`src/pkg/cbsc_pkg.sv`:
```
// Purpose: constants for the context bank system control block
// Assumes: one 32-bit control word reached over apb, 20 mhz clk_sys
// Notes: field positions and encodings of the control word
package cbsc_pkg;
	localparam logic [11:0] CBSC_ADDR_CTRL    = 12'h000;
	localparam logic [11:0] CBSC_ADDR_STATUS  = 12'h004;
	localparam logic [31:0] CBSC_CTRL_RESET   = 32'h0000_0000;
	localparam logic [31:0] CBSC_WRITE_MASK   = 32'h3fdf_d7ff;
	localparam int          CBSC_NSB_LO       = 28;
	localparam int          CBSC_WAB_LO       = 26;
	localparam int          CBSC_RAB_LO       = 24;
	localparam int          CBSC_SHB_LO       = 22;
	localparam int          CBSC_MTS_BIT      = 20;
	localparam int          CBSC_BYPASS_MEMORY_ATTRIBUTES_LO   = 16;
	localparam int          CBSC_TRB_LO       = 14;
	localparam int          CBSC_PNE_BIT      = 12;
	localparam int          CBSC_UNPRIV_WRITE_EXEC_NEVER_BIT     = 10;
	localparam int          CBSC_WXN_BIT      = 9;
	localparam int          CBSC_HUF_BIT      = 8;
	localparam int          CBSC_STALL_BIT    = 7;
	localparam int          CBSC_FIE_BIT      = 6;
	localparam int          CBSC_FRE_BIT      = 5;
	localparam int          CBSC_END_BIT      = 4;
	localparam int          CBSC_ACCESS_FLAG_FAULT_DISABLE_BIT     = 3;
	localparam int          CBSC_AFE_BIT      = 2;
	localparam int          CBSC_TRE_BIT      = 1;
	localparam int          CBSC_EN_BIT       = 0;
	localparam logic [1:0]  CBSC_FORCE_ON     = 2'h2;
	localparam logic [1:0]  CBSC_FORCE_OFF    = 2'h3;
	localparam logic [1:0]  CBSC_SH_OUTER     = 2'h1;
	localparam logic [1:0]  CBSC_SH_INNER     = 2'h2;
	localparam logic [1:0]  CBSC_SH_NONE      = 2'h3;
	localparam logic [1:0]  CBSC_OUTER_DEV    = 2'h0;
	localparam logic [1:0]  CBSC_SO_CODE      = 2'h0;
	localparam logic [1:0]  CBSC_DEV_CODE     = 2'h1;
endpackage : cbsc_pkg

```
`src/cbsc_top.sv`:
```
// Purpose: control word of one context bank plus the bypass attribute path
// Assumes: attributes of a passing transaction arrive as plain inputs, same clock
// Notes: apb slave answers with zero wait states; outputs are registered
//
// The register addresses and the APB slave port were chosen for this implementation.
`timescale 1ns/100ps
module cbsc_top (
	input  wire logic        clk_sys,
	input  wire logic        rst,
	input  wire logic        psel,
	input  wire logic        penable,
	input  wire logic        pwrite,
	input  wire logic [11:0] paddr,
	input  wire logic [31:0] pwdata,
	output logic      [31:0] prdata,
	output logic             pready,
	output logic             pslverr,
	input  wire logic        bank_secure,
	input  wire logic        long_descriptor_enable,
	input  wire logic        transient_present,
	input  wire logic        txn_valid,
	input  wire logic        txn_nonsecure,
	input  wire logic        txn_write_alloc,
	input  wire logic        txn_read_alloc,
	input  wire logic [1:0]  txn_share,
	input  wire logic [3:0]  txn_bypass_memory_attributes,
	input  wire logic [1:0]  txn_transient,
	input  wire logic        txn_fetch,
	input  wire logic        txn_unpriv_writable,
	input  wire logic        txn_writable,
	input  wire logic        txn_access_bit,
	input  wire logic        context_fault,
	input  wire logic        fault_outstanding,
	input  wire logic        txn_exclusive,
	output logic             out_valid,
	output logic             out_nonsecure,
	output logic             out_write_alloc,
	output logic             out_read_alloc,
	output logic      [1:0]  out_share,
	output logic      [3:0]  out_bypass_memory_attributes,
	output logic      [1:0]  out_transient,
	output logic             out_perm_fault,
	output logic             out_access_fault,
	output logic             out_hold,
	output logic             fault_stall,
	output logic             fault_abort,
	output logic             fault_irq,
	output logic             ctl_big_endian,
	output logic             ctl_private_namespace,
	output logic             ctl_afe_eff,
	output logic             ctl_tre_eff,
	output logic             attr_reserved
);
	import cbsc_pkg::*;

	logic [31:0] ctrl_reg;
	logic [31:0] wmask;
	logic        wr_en;
	logic        rd_en;
	logic        hit_ctrl;
	logic        hit_stat;
	logic [31:0] stat_word;
	logic        xlate_on;
	logic        afe_eff;
	logic [1:0]  nsb;
	logic [1:0]  wab;
	logic [1:0]  rab;
	logic [1:0]  shb;
	logic [3:0]  mattr;
	logic [1:0]  trb;
	logic        mattr_bad;

	assign hit_ctrl = (paddr == CBSC_ADDR_CTRL);
	assign hit_stat = (paddr == CBSC_ADDR_STATUS);
	assign wr_en    = psel & penable & pwrite & pready;
	assign rd_en    = psel & ~penable & ~pwrite;
	assign xlate_on = ctrl_reg[CBSC_EN_BIT];
	assign nsb      = ctrl_reg[CBSC_NSB_LO+:2];
	assign wab      = ctrl_reg[CBSC_WAB_LO+:2];
	assign rab      = ctrl_reg[CBSC_RAB_LO+:2];
	assign shb      = ctrl_reg[CBSC_SHB_LO+:2];
	assign mattr    = ctrl_reg[CBSC_BYPASS_MEMORY_ATTRIBUTES_LO+:4];
	assign trb      = ctrl_reg[CBSC_TRB_LO+:2];
	assign afe_eff  = ctrl_reg[CBSC_AFE_BIT] | long_descriptor_enable;

	always_comb begin
		wmask = CBSC_WRITE_MASK;
		if (!bank_secure) begin
			wmask[CBSC_NSB_LO+:2] = 2'h0;
		end
		if (!transient_present) begin
			wmask[CBSC_TRB_LO+:2] = 2'h0;
		end
	end

	always_comb begin
		if (mattr[3:2] == CBSC_OUTER_DEV) begin
			mattr_bad = (mattr[1:0] != CBSC_SO_CODE) && (mattr[1:0] != CBSC_DEV_CODE);
		end else begin
			mattr_bad = (mattr[1:0] == 2'h0);
		end
	end

	assign stat_word = {26'h0, mattr_bad, fault_outstanding, long_descriptor_enable,
		transient_present, bank_secure, xlate_on};

	always_ff @(posedge clk_sys or posedge rst) begin
		if (rst) begin
			ctrl_reg <= CBSC_CTRL_RESET;
		end else if (wr_en && hit_ctrl) begin
			ctrl_reg <= pwdata & wmask;
		end else begin
			ctrl_reg <= ctrl_reg & wmask;
		end
	end

	// zero wait: ready registered at the edge ending the setup cycle so the access ends at once
	always_ff @(posedge clk_sys or posedge rst) begin
		if (rst) begin
			pready  <= 1'b0;
			pslverr <= 1'b0;
			prdata  <= 32'h0;
		end else begin
			pready  <= psel & ~penable;
			pslverr <= psel & ~penable & ~(hit_ctrl | hit_stat);
			if (rd_en) begin
				prdata <= hit_ctrl ? ctrl_reg : (hit_stat ? stat_word : 32'h0);
			end
		end
	end

	// attribute path, one stage
	always_ff @(posedge clk_sys or posedge rst) begin
		if (rst) begin
			out_valid        <= 1'b0;
			out_nonsecure    <= 1'b0;
			out_write_alloc  <= 1'b0;
			out_read_alloc   <= 1'b0;
			out_share        <= 2'h0;
			out_bypass_memory_attributes      <= 4'h0;
			out_transient    <= 2'h0;
			out_perm_fault   <= 1'b0;
			out_access_fault <= 1'b0;
			out_hold         <= 1'b0;
		end else begin
			out_valid <= txn_valid;
			out_nonsecure   <= txn_nonsecure;
			out_write_alloc <= txn_write_alloc;
			out_read_alloc  <= txn_read_alloc;
			out_share       <= txn_share;
			out_bypass_memory_attributes     <= txn_bypass_memory_attributes;
			out_transient   <= txn_transient;
			if (!xlate_on) begin
				if (nsb == CBSC_FORCE_ON) out_nonsecure <= 1'b0;
				if (nsb == CBSC_FORCE_OFF) out_nonsecure <= 1'b1;
				if (wab == CBSC_FORCE_ON) out_write_alloc <= 1'b1;
				if (wab == CBSC_FORCE_OFF) out_write_alloc <= 1'b0;
				if (rab == CBSC_FORCE_ON) out_read_alloc <= 1'b1;
				if (rab == CBSC_FORCE_OFF) out_read_alloc <= 1'b0;
				if (shb != 2'h0) out_share <= shb;
				if (ctrl_reg[CBSC_MTS_BIT]) out_bypass_memory_attributes <= mattr;
				if (trb == CBSC_FORCE_ON || trb == CBSC_FORCE_OFF) out_transient <= trb;
			end
			out_perm_fault <= txn_valid & xlate_on & txn_fetch &
				((ctrl_reg[CBSC_UNPRIV_WRITE_EXEC_NEVER_BIT] & txn_unpriv_writable) |
				 (ctrl_reg[CBSC_WXN_BIT] & txn_writable));
			out_access_fault <= txn_valid & xlate_on & afe_eff &
				~ctrl_reg[CBSC_ACCESS_FLAG_FAULT_DISABLE_BIT] & ~txn_access_bit;
			out_hold <= fault_outstanding & ~ctrl_reg[CBSC_HUF_BIT];
		end
	end

	// fault response and static controls
	always_ff @(posedge clk_sys or posedge rst) begin
		if (rst) begin
			fault_stall           <= 1'b0;
			fault_abort           <= 1'b0;
			fault_irq             <= 1'b0;
			ctl_big_endian        <= 1'b0;
			ctl_private_namespace <= 1'b0;
			ctl_afe_eff           <= 1'b0;
			ctl_tre_eff           <= 1'b0;
			attr_reserved         <= 1'b0;
		end else begin
			fault_stall <= context_fault & ctrl_reg[CBSC_STALL_BIT];
			fault_abort <= context_fault & (ctrl_reg[CBSC_FRE_BIT] | txn_exclusive);
			fault_irq <= context_fault & ctrl_reg[CBSC_FIE_BIT];
			ctl_big_endian <= ctrl_reg[CBSC_END_BIT];
			ctl_private_namespace <= ctrl_reg[CBSC_PNE_BIT];
			ctl_afe_eff <= afe_eff;
			ctl_tre_eff <= ctrl_reg[CBSC_TRE_BIT] | long_descriptor_enable;
			attr_reserved <= mattr_bad & ctrl_reg[CBSC_MTS_BIT] & ~xlate_on;
		end
	end

	chk_reserved_zero: assert property (@(posedge clk_sys) disable iff (rst)
		(ctrl_reg & ~CBSC_WRITE_MASK) == 32'h0)
		else $error("reserved control bits set");
	chk_reset_bits: assert property (@(posedge clk_sys) disable iff (rst)
		$fell(rst) |-> ctrl_reg[CBSC_FRE_BIT+:2] == 2'h0)
		else $error("fault enables not clear after reset");
	chk_write_lands: assert property (@(posedge clk_sys) disable iff (rst)
		wr_en && hit_ctrl && bank_secure && transient_present |=>
		ctrl_reg == ($past(pwdata) & CBSC_WRITE_MASK))
		else $error("control write lost");
	chk_apb_ready: assert property (@(posedge clk_sys) disable iff (rst)
		psel && !penable |=> pready ##1 !pready)
		else $error("apb answer timing");
	chk_secure_gate: assert property (@(posedge clk_sys) disable iff (rst)
		!bank_secure |=> ctrl_reg[CBSC_NSB_LO+:2] == 2'h0)
		else $error("security field kept in non-secure bank");

	chk_force_secure: assert property (@(posedge clk_sys) disable iff (rst)
		!xlate_on && nsb == CBSC_FORCE_ON |=> !out_nonsecure)
		else $error("secure override missed");
	chk_force_nonsec: assert property (@(posedge clk_sys) disable iff (rst)
		!xlate_on && nsb == CBSC_FORCE_OFF |=> out_nonsecure)
		else $error("non-secure override missed");
	chk_wa_force: assert property (@(posedge clk_sys) disable iff (rst)
		!xlate_on && wab == CBSC_FORCE_OFF |=> !out_write_alloc)
		else $error("write allocate override missed");
	chk_wa_on: assert property (@(posedge clk_sys) disable iff (rst)
		!xlate_on && wab == CBSC_FORCE_ON |=> out_write_alloc)
		else $error("write allocate force missed");
	chk_ra_force: assert property (@(posedge clk_sys) disable iff (rst)
		!xlate_on && rab == CBSC_FORCE_ON |=> out_read_alloc)
		else $error("read allocate override missed");
	chk_ra_off: assert property (@(posedge clk_sys) disable iff (rst)
		!xlate_on && rab == CBSC_FORCE_OFF |=> !out_read_alloc)
		else $error("read allocate removal missed");
	chk_share_force: assert property (@(posedge clk_sys) disable iff (rst)
		!xlate_on && shb != 2'h0 |=> out_share == $past(shb))
		else $error("shareability override missed");
	chk_memtype_ovl: assert property (@(posedge clk_sys) disable iff (rst)
		!xlate_on && ctrl_reg[CBSC_MTS_BIT] |=> out_bypass_memory_attributes == $past(mattr))
		else $error("memory attribute overlay missed");
	chk_memtype_keep: assert property (@(posedge clk_sys) disable iff (rst)
		!ctrl_reg[CBSC_MTS_BIT] |=> out_bypass_memory_attributes == $past(txn_bypass_memory_attributes))
		else $error("memory attribute changed without select");
	chk_attr_rsvd: assert property (@(posedge clk_sys) disable iff (rst)
		!xlate_on && ctrl_reg[CBSC_MTS_BIT] && mattr_bad |=> attr_reserved)
		else $error("reserved attribute code not flagged");
	chk_trans_ovr: assert property (@(posedge clk_sys) disable iff (rst)
		!xlate_on && trb[1] |=> out_transient == $past(trb))
		else $error("transient override missed");
	chk_trans_absent: assert property (@(posedge clk_sys) disable iff (rst)
		!transient_present |=> trb == 2'h0)
		else $error("absent transient field kept");

	chk_pne_follow: assert property (@(posedge clk_sys) disable iff (rst)
		1'b1 |=> ctl_private_namespace == $past(ctrl_reg[CBSC_PNE_BIT]))
		else $error("namespace hint stale");
	chk_unpriv_write_exec_never_fault: assert property (@(posedge clk_sys) disable iff (rst)
		txn_valid && xlate_on && txn_fetch && txn_unpriv_writable &&
		ctrl_reg[CBSC_UNPRIV_WRITE_EXEC_NEVER_BIT] |=> out_perm_fault)
		else $error("unprivileged write-exec-never fault missed");
	chk_wxn_fault: assert property (@(posedge clk_sys) disable iff (rst)
		txn_valid && xlate_on && txn_fetch && txn_writable && ctrl_reg[CBSC_WXN_BIT]
		|=> out_perm_fault)
		else $error("write-exec-never fault missed");
	chk_xn_off: assert property (@(posedge clk_sys) disable iff (rst)
		!xlate_on |=> !out_perm_fault)
		else $error("permission fault while bypassing");
	chk_hold_gate: assert property (@(posedge clk_sys) disable iff (rst)
		fault_outstanding && !ctrl_reg[CBSC_HUF_BIT] |=> out_hold)
		else $error("hold behind fault missed");
	chk_hold_free: assert property (@(posedge clk_sys) disable iff (rst)
		ctrl_reg[CBSC_HUF_BIT] |=> !out_hold)
		else $error("hold raised with hit under fault");
	chk_stall_sel: assert property (@(posedge clk_sys) disable iff (rst)
		context_fault |=> fault_stall == $past(ctrl_reg[CBSC_STALL_BIT]))
		else $error("fault model not followed");
	chk_irq_gate: assert property (@(posedge clk_sys) disable iff (rst)
		fault_irq |-> $past(context_fault) && $past(ctrl_reg[CBSC_FIE_BIT]))
		else $error("interrupt without enabled fault");
	chk_irq_raise: assert property (@(posedge clk_sys) disable iff (rst)
		context_fault && ctrl_reg[CBSC_FIE_BIT] |=> fault_irq)
		else $error("fault interrupt missed");
	chk_abort_report: assert property (@(posedge clk_sys) disable iff (rst)
		context_fault && ctrl_reg[CBSC_FRE_BIT] |=> fault_abort)
		else $error("fault abort missed");
	chk_abort_excl: assert property (@(posedge clk_sys) disable iff (rst)
		context_fault && txn_exclusive |=> fault_abort)
		else $error("exclusive fault not reported");

	chk_endian_follow: assert property (@(posedge clk_sys) disable iff (rst)
		1'b1 |=> ctl_big_endian == $past(ctrl_reg[CBSC_END_BIT]))
		else $error("table endianness stale");
	chk_af_fault: assert property (@(posedge clk_sys) disable iff (rst)
		txn_valid && xlate_on && afe_eff && !ctrl_reg[CBSC_ACCESS_FLAG_FAULT_DISABLE_BIT] &&
		!txn_access_bit |=> out_access_fault)
		else $error("access flag fault missed");
	chk_af_disable: assert property (@(posedge clk_sys) disable iff (rst)
		ctrl_reg[CBSC_ACCESS_FLAG_FAULT_DISABLE_BIT] |=> !out_access_fault)
		else $error("access fault while disabled");
	chk_afe_forced: assert property (@(posedge clk_sys) disable iff (rst)
		long_descriptor_enable |=> ctl_afe_eff)
		else $error("access flag not forced by long tables");
	chk_tre_forced: assert property (@(posedge clk_sys) disable iff (rst)
		long_descriptor_enable |=> ctl_tre_eff)
		else $error("remap not forced by long tables");
	chk_xlate_pass: assert property (@(posedge clk_sys) disable iff (rst)
		xlate_on |=> out_nonsecure == $past(txn_nonsecure) &&
		out_bypass_memory_attributes == $past(txn_bypass_memory_attributes))
		else $error("override applied while translating");
	chk_share_pass: assert property (@(posedge clk_sys) disable iff (rst)
		xlate_on |=> out_share == $past(txn_share))
		else $error("attribute altered while translating");
	chk_default_pass: assert property (@(posedge clk_sys) disable iff (rst)
		!xlate_on && !nsb[1] |=> out_nonsecure == $past(txn_nonsecure))
		else $error("default security code altered attribute");
	chk_valid_follow: assert property (@(posedge clk_sys) disable iff (rst)
		1'b1 |=> out_valid == $past(txn_valid))
		else $error("transaction valid lost");

	// main scenarios reached
	cov_bypass: cover property (@(posedge clk_sys) disable iff (rst)
		txn_valid && !xlate_on && ctrl_reg[CBSC_MTS_BIT]);
	cov_perm: cover property (@(posedge clk_sys) disable iff (rst) out_perm_fault);
	cov_stall: cover property (@(posedge clk_sys) disable iff (rst) fault_stall);
	cov_access: cover property (@(posedge clk_sys) disable iff (rst) out_access_fault);
	cov_reserved: cover property (@(posedge clk_sys) disable iff (rst) attr_reserved);
endmodule : cbsc_top
```
`config.mk`:
```
export PLATFORM = sky130hd
export DESIGN_NAME = cbsc_top
export DESIGN_NICKNAME = d
export VERILOG_FILES = /design/src/pkg/cbsc_pkg.sv /design/src/cbsc_top.sv
export SDC_FILE = /design/constraint.sdc
export NUM_CORES = 1
export LEC_CHECK = 0
export ABC_CLOCK_PERIOD_IN_PS = 7400
export BUFFER_PORTS_ARGS = -buffer_cell sky130_fd_sc_hd__buf_2
export CORE_MARGIN = 1
export CORE_UTILIZATION = 52
export DETAILED_ROUTE_END_ITERATION = 6
export PLACE_DENSITY = 0.89
export SLEW_MARGIN = 20
export SYNTH_ARGS = -nofsm -noshare
export SYNTH_HDL_FRONTEND = slang
export SYNTH_SLANG_ARGS = --single-unit
```
`constraint.sdc`:
```
create_clock -name clk_sys -period 7.4 [get_ports clk_sys]
set_input_delay 1.48 -clock clk_sys [delete_from_list [all_inputs] [get_ports clk_sys]]
set_output_delay 1.48 -clock clk_sys [all_outputs]
set_load 0.005 [all_outputs]
```
==> run_results.csv <==
group,metric,value,unit
run_status,outcome,"completed",
sta,worstMarginPinSlew,1.04,ns
clock_network,cts-resized-gates,0,
sta,maxSlewViolCount,0,
clock_network,holdBufCountCts,0,
synth,synthArstFlopShare,100,%
worst_setup_path,crit_fanout,28,
final_layout,final_cell_area,0.00399,mm²
detailed_routing,first_pass_iters,4,
detailed_routing,postRouteAntennaNets,0,
global_route,grt_pass1_wl,10.9,mm
clock_network,cts_tree,"done",
global_route,grt_pass1_vias,2246,
worst_setup_path,cp.required,7.68,ns
global_route,grt_start_max_net_pins,80,
final_layout,drive_above_1_share,50.3,%
placement,post_dp_cell_area,0.00377,mm²
worst_setup_path,crit_type,"in -> reg",
sta,fin_crit,3.24,ns
sta,post-route-period-util,43.7,%
floorplan,rows,28,
synth,ys_seq_area_share,62.3,%
sta,final-setup-viol-count,0,
final_layout,antenna_cells,0,
worst_setup_path,critPathLaunchType,"primary input",
floorplan,start_util,53.6,%
run,cap_viol_max_count,0,
power,peakVddDrop,0.108,mV
synth,syn_inst,221,
synth,synth_edf_count,0,
sta,clock_skew,0.0121,ns
floorplan,dieArea,0.00642,mm²
global_route,grt-ovfl-total,0,
synth,yosysTopAreaCellShare,62.3,%
detailed_routing,totalWireLength,7.05,mm
synth,synth_area_leaders,"dfrtp_1 62%, mux2_4 10%, a22o_1 5.5%",
floorplan,die_w,80.1,µm
worst_setup_path,cp.arrival,3.51,ns
sta,setup_tns,0,ns
synth,synth_ff_type,"dfrtp_1",
global_route,grtUsageTotal,23.5,%
synth,synth_area_per_cell,14.4,µm²
clock_network,clk_pin_slew,0.09,ns
clock_network,htreeDepth,3,
clock_network,post_cts_buffers,0,
synth,synth.distinct_cells,33,
clock_network,clock-sinks,79,
floorplan,core_area,0.00592,mm²
final_layout,nNetsFinal,412,
synth,ys_seq_elements,79,
final_layout,synthToLayoutAreaGrowth,25.5,%
detailed_routing,drcViolationCount,0,
detailed_routing,vias_per_cell,5.25,
placement,port_buffers,117,
sta,relSlewSlack,30.9,%
detailed_routing,drtIter0Drc,92,
placement,gp_congestion,0.763,
global_route,antenna_found_initial,0,
worst_setup_path,critical_path.endpoint_type,"register",
power,p_per_area,208,mW/mm²
sta,rsz0062_at_grt,"false",
worst_hold_path,worstHoldPathType,"reg -> reg",
clock_network,cts_buffers,9,
detailed_routing,routedWlPerCell,16.7,µm
floorplan,chipHeight,80.1,µm
synth,syn_area,0.00317,mm²
sta,max_freq,309,MHz
placement,hpwl,5.04,mm
power,cellLeakagePower,2.20,nW
clock_network,clk-insertion-delay-late,0.35,ns
sta,hold_viol,0,
detailed_routing,vias,2212,
floorplan,io_pins,128,
synth,yosysTopAreaCell,"dfrtp_1",
clock_network,cts.path.max_buffers,2,
clock_network,cts-root-buf,"clkbuf_8",
synth,ys_warn_count,0,
==> routing by layer <==
layer	vias to the layer above	part of all wire [%]	global-route usage (%)
met5	-	0	0
met4	0	2.5	12.0
met3	14	4.1	4.43
met2	77	53	40.5
met1	1108	40	28.0
li1	1013	-	-
==> path summary, 6_finish.rpt <==
| path | startpoint | endpoint | depth (start not counted) | slack (ns) |
|---|---|---|---|---|
| max | penable | prdata[12]$_DFFE_PP0P_ | 5 | 4.16 |
| min | ctrl_reg[4]$_DFFE_PP0P_ | ctl_big_endian$_DFF_PP0_ | 0 | 0.41 |
| max reg2reg | pready$_DFF_PP0_ | ctrl_reg[9]$_DFFE_PP0P_ | 4 | 5.55 |
| min reg2reg | ctrl_reg[4]$_DFFE_PP0P_ | ctl_big_endian$_DFF_PP0_ | 0 | 0.41 |
| max in group asynchronous | rst | ctrl_reg[19]$_DFFE_PP0P_ | 3 | 5.37 |
| min in group asynchronous | rst | prdata[24]$_DFFE_PP0P_ | 3 | 1.42 |
==> cell type report <==
type	instances	area, µm²
well taps	75	93.8
flip-flops and latches	79	1980
multi-input cells	128	1080
repair buffers	119	601
fillers	437	1940
inverters	4	16.3
clock buffers	12	165
clock inverters	4	51.3
==> where the power goes <==
part           switching [W]  total [W]  internal [W]
registers         0.00000125   0.000438      0.000436
clock network       0.000158   0.000343      0.000184
logic              0.0000261  0.0000477     0.0000216
total               0.000186   0.000828      0.000642
==> cell usage after synthesis (2+ instances only) <==
| cell | count |
|---|---|
| a22o_1 | 20 |
| a31o_2 | 2 |
| and2_1 | 3 |
| buf_4 | 7 |
| buf_6 | 5 |
| clkbuf_1 | 2 |
| dfrtp_1 | 79 |
| inv_1 | 4 |
| mux2_2 | 6 |
| mux2_4 | 22 |
| mux2i_1 | 4 |
| nand2_1 | 20 |
| nand2b_1 | 2 |
| nand3_1 | 7 |
| nor2_1 | 3 |
| nor3_1 | 2 |
| nor4_4 | 3 |
| o21ai_0 | 13 |
| o31ai_1 | 2 |
| or2_2 | 2 |
==> through the flow <==
stage          setup slack [ns]  hold slack (ns)  util (%)  cells  power [W]
2_1_floorplan              3.90            0.373         -    225   0.000467
3_3_place_gp               3.84            0.382      63.7    405   0.000492
3_5_place_dp               3.79            0.391      63.7    405   0.000495
4_1_cts                    4.13            0.412      67.3    421   0.000831
5_1_grt                    4.05            0.429      67.3    421   0.000853
6_report                   4.16            0.412      67.3    421   0.000828
==> cells by family after synthesis <==
family                 synth area share (%)
buffers and inverters                  4.14
muxes                                  13.8
and+or+nand+nor                        10.2
other                                 0.118
AOI/OAI and AO/OA                      9.46
DFF                                    62.3
==> critical path, cell delays in order <==
cell and delay, ns:
buf_2 0.11, or3b_1 0.80, nand4b_4 0.40, nor2_4 0.49, a22o_1 0.23
==> placed cells by master (no fill, tap or decap), drive strengths merged, types with 2 or more instances in the layout <==
cell | netlist | routed
buf | 12 | 119
dfrtp | 79 | 79
mux2 | 28 | 28
nand2 | 20 | 20
a22o | 20 | 20
o21ai | 13 | 13
clkbuf | 2 | 12
nand3 | 7 | 7
conb | 1 | 5
mux2i | 4 | 4
inv | 4 | 4
nor2 | 4 | 4
nor4 | 3 | 3
and2 | 3 | 3
nand2b | 2 | 2
nor3 | 2 | 2
or2 | 2 | 2
o31ai | 2 | 2
a31o | 2 | 2
clkinv | 0 | 2
(Power assumes the default switching activity.)
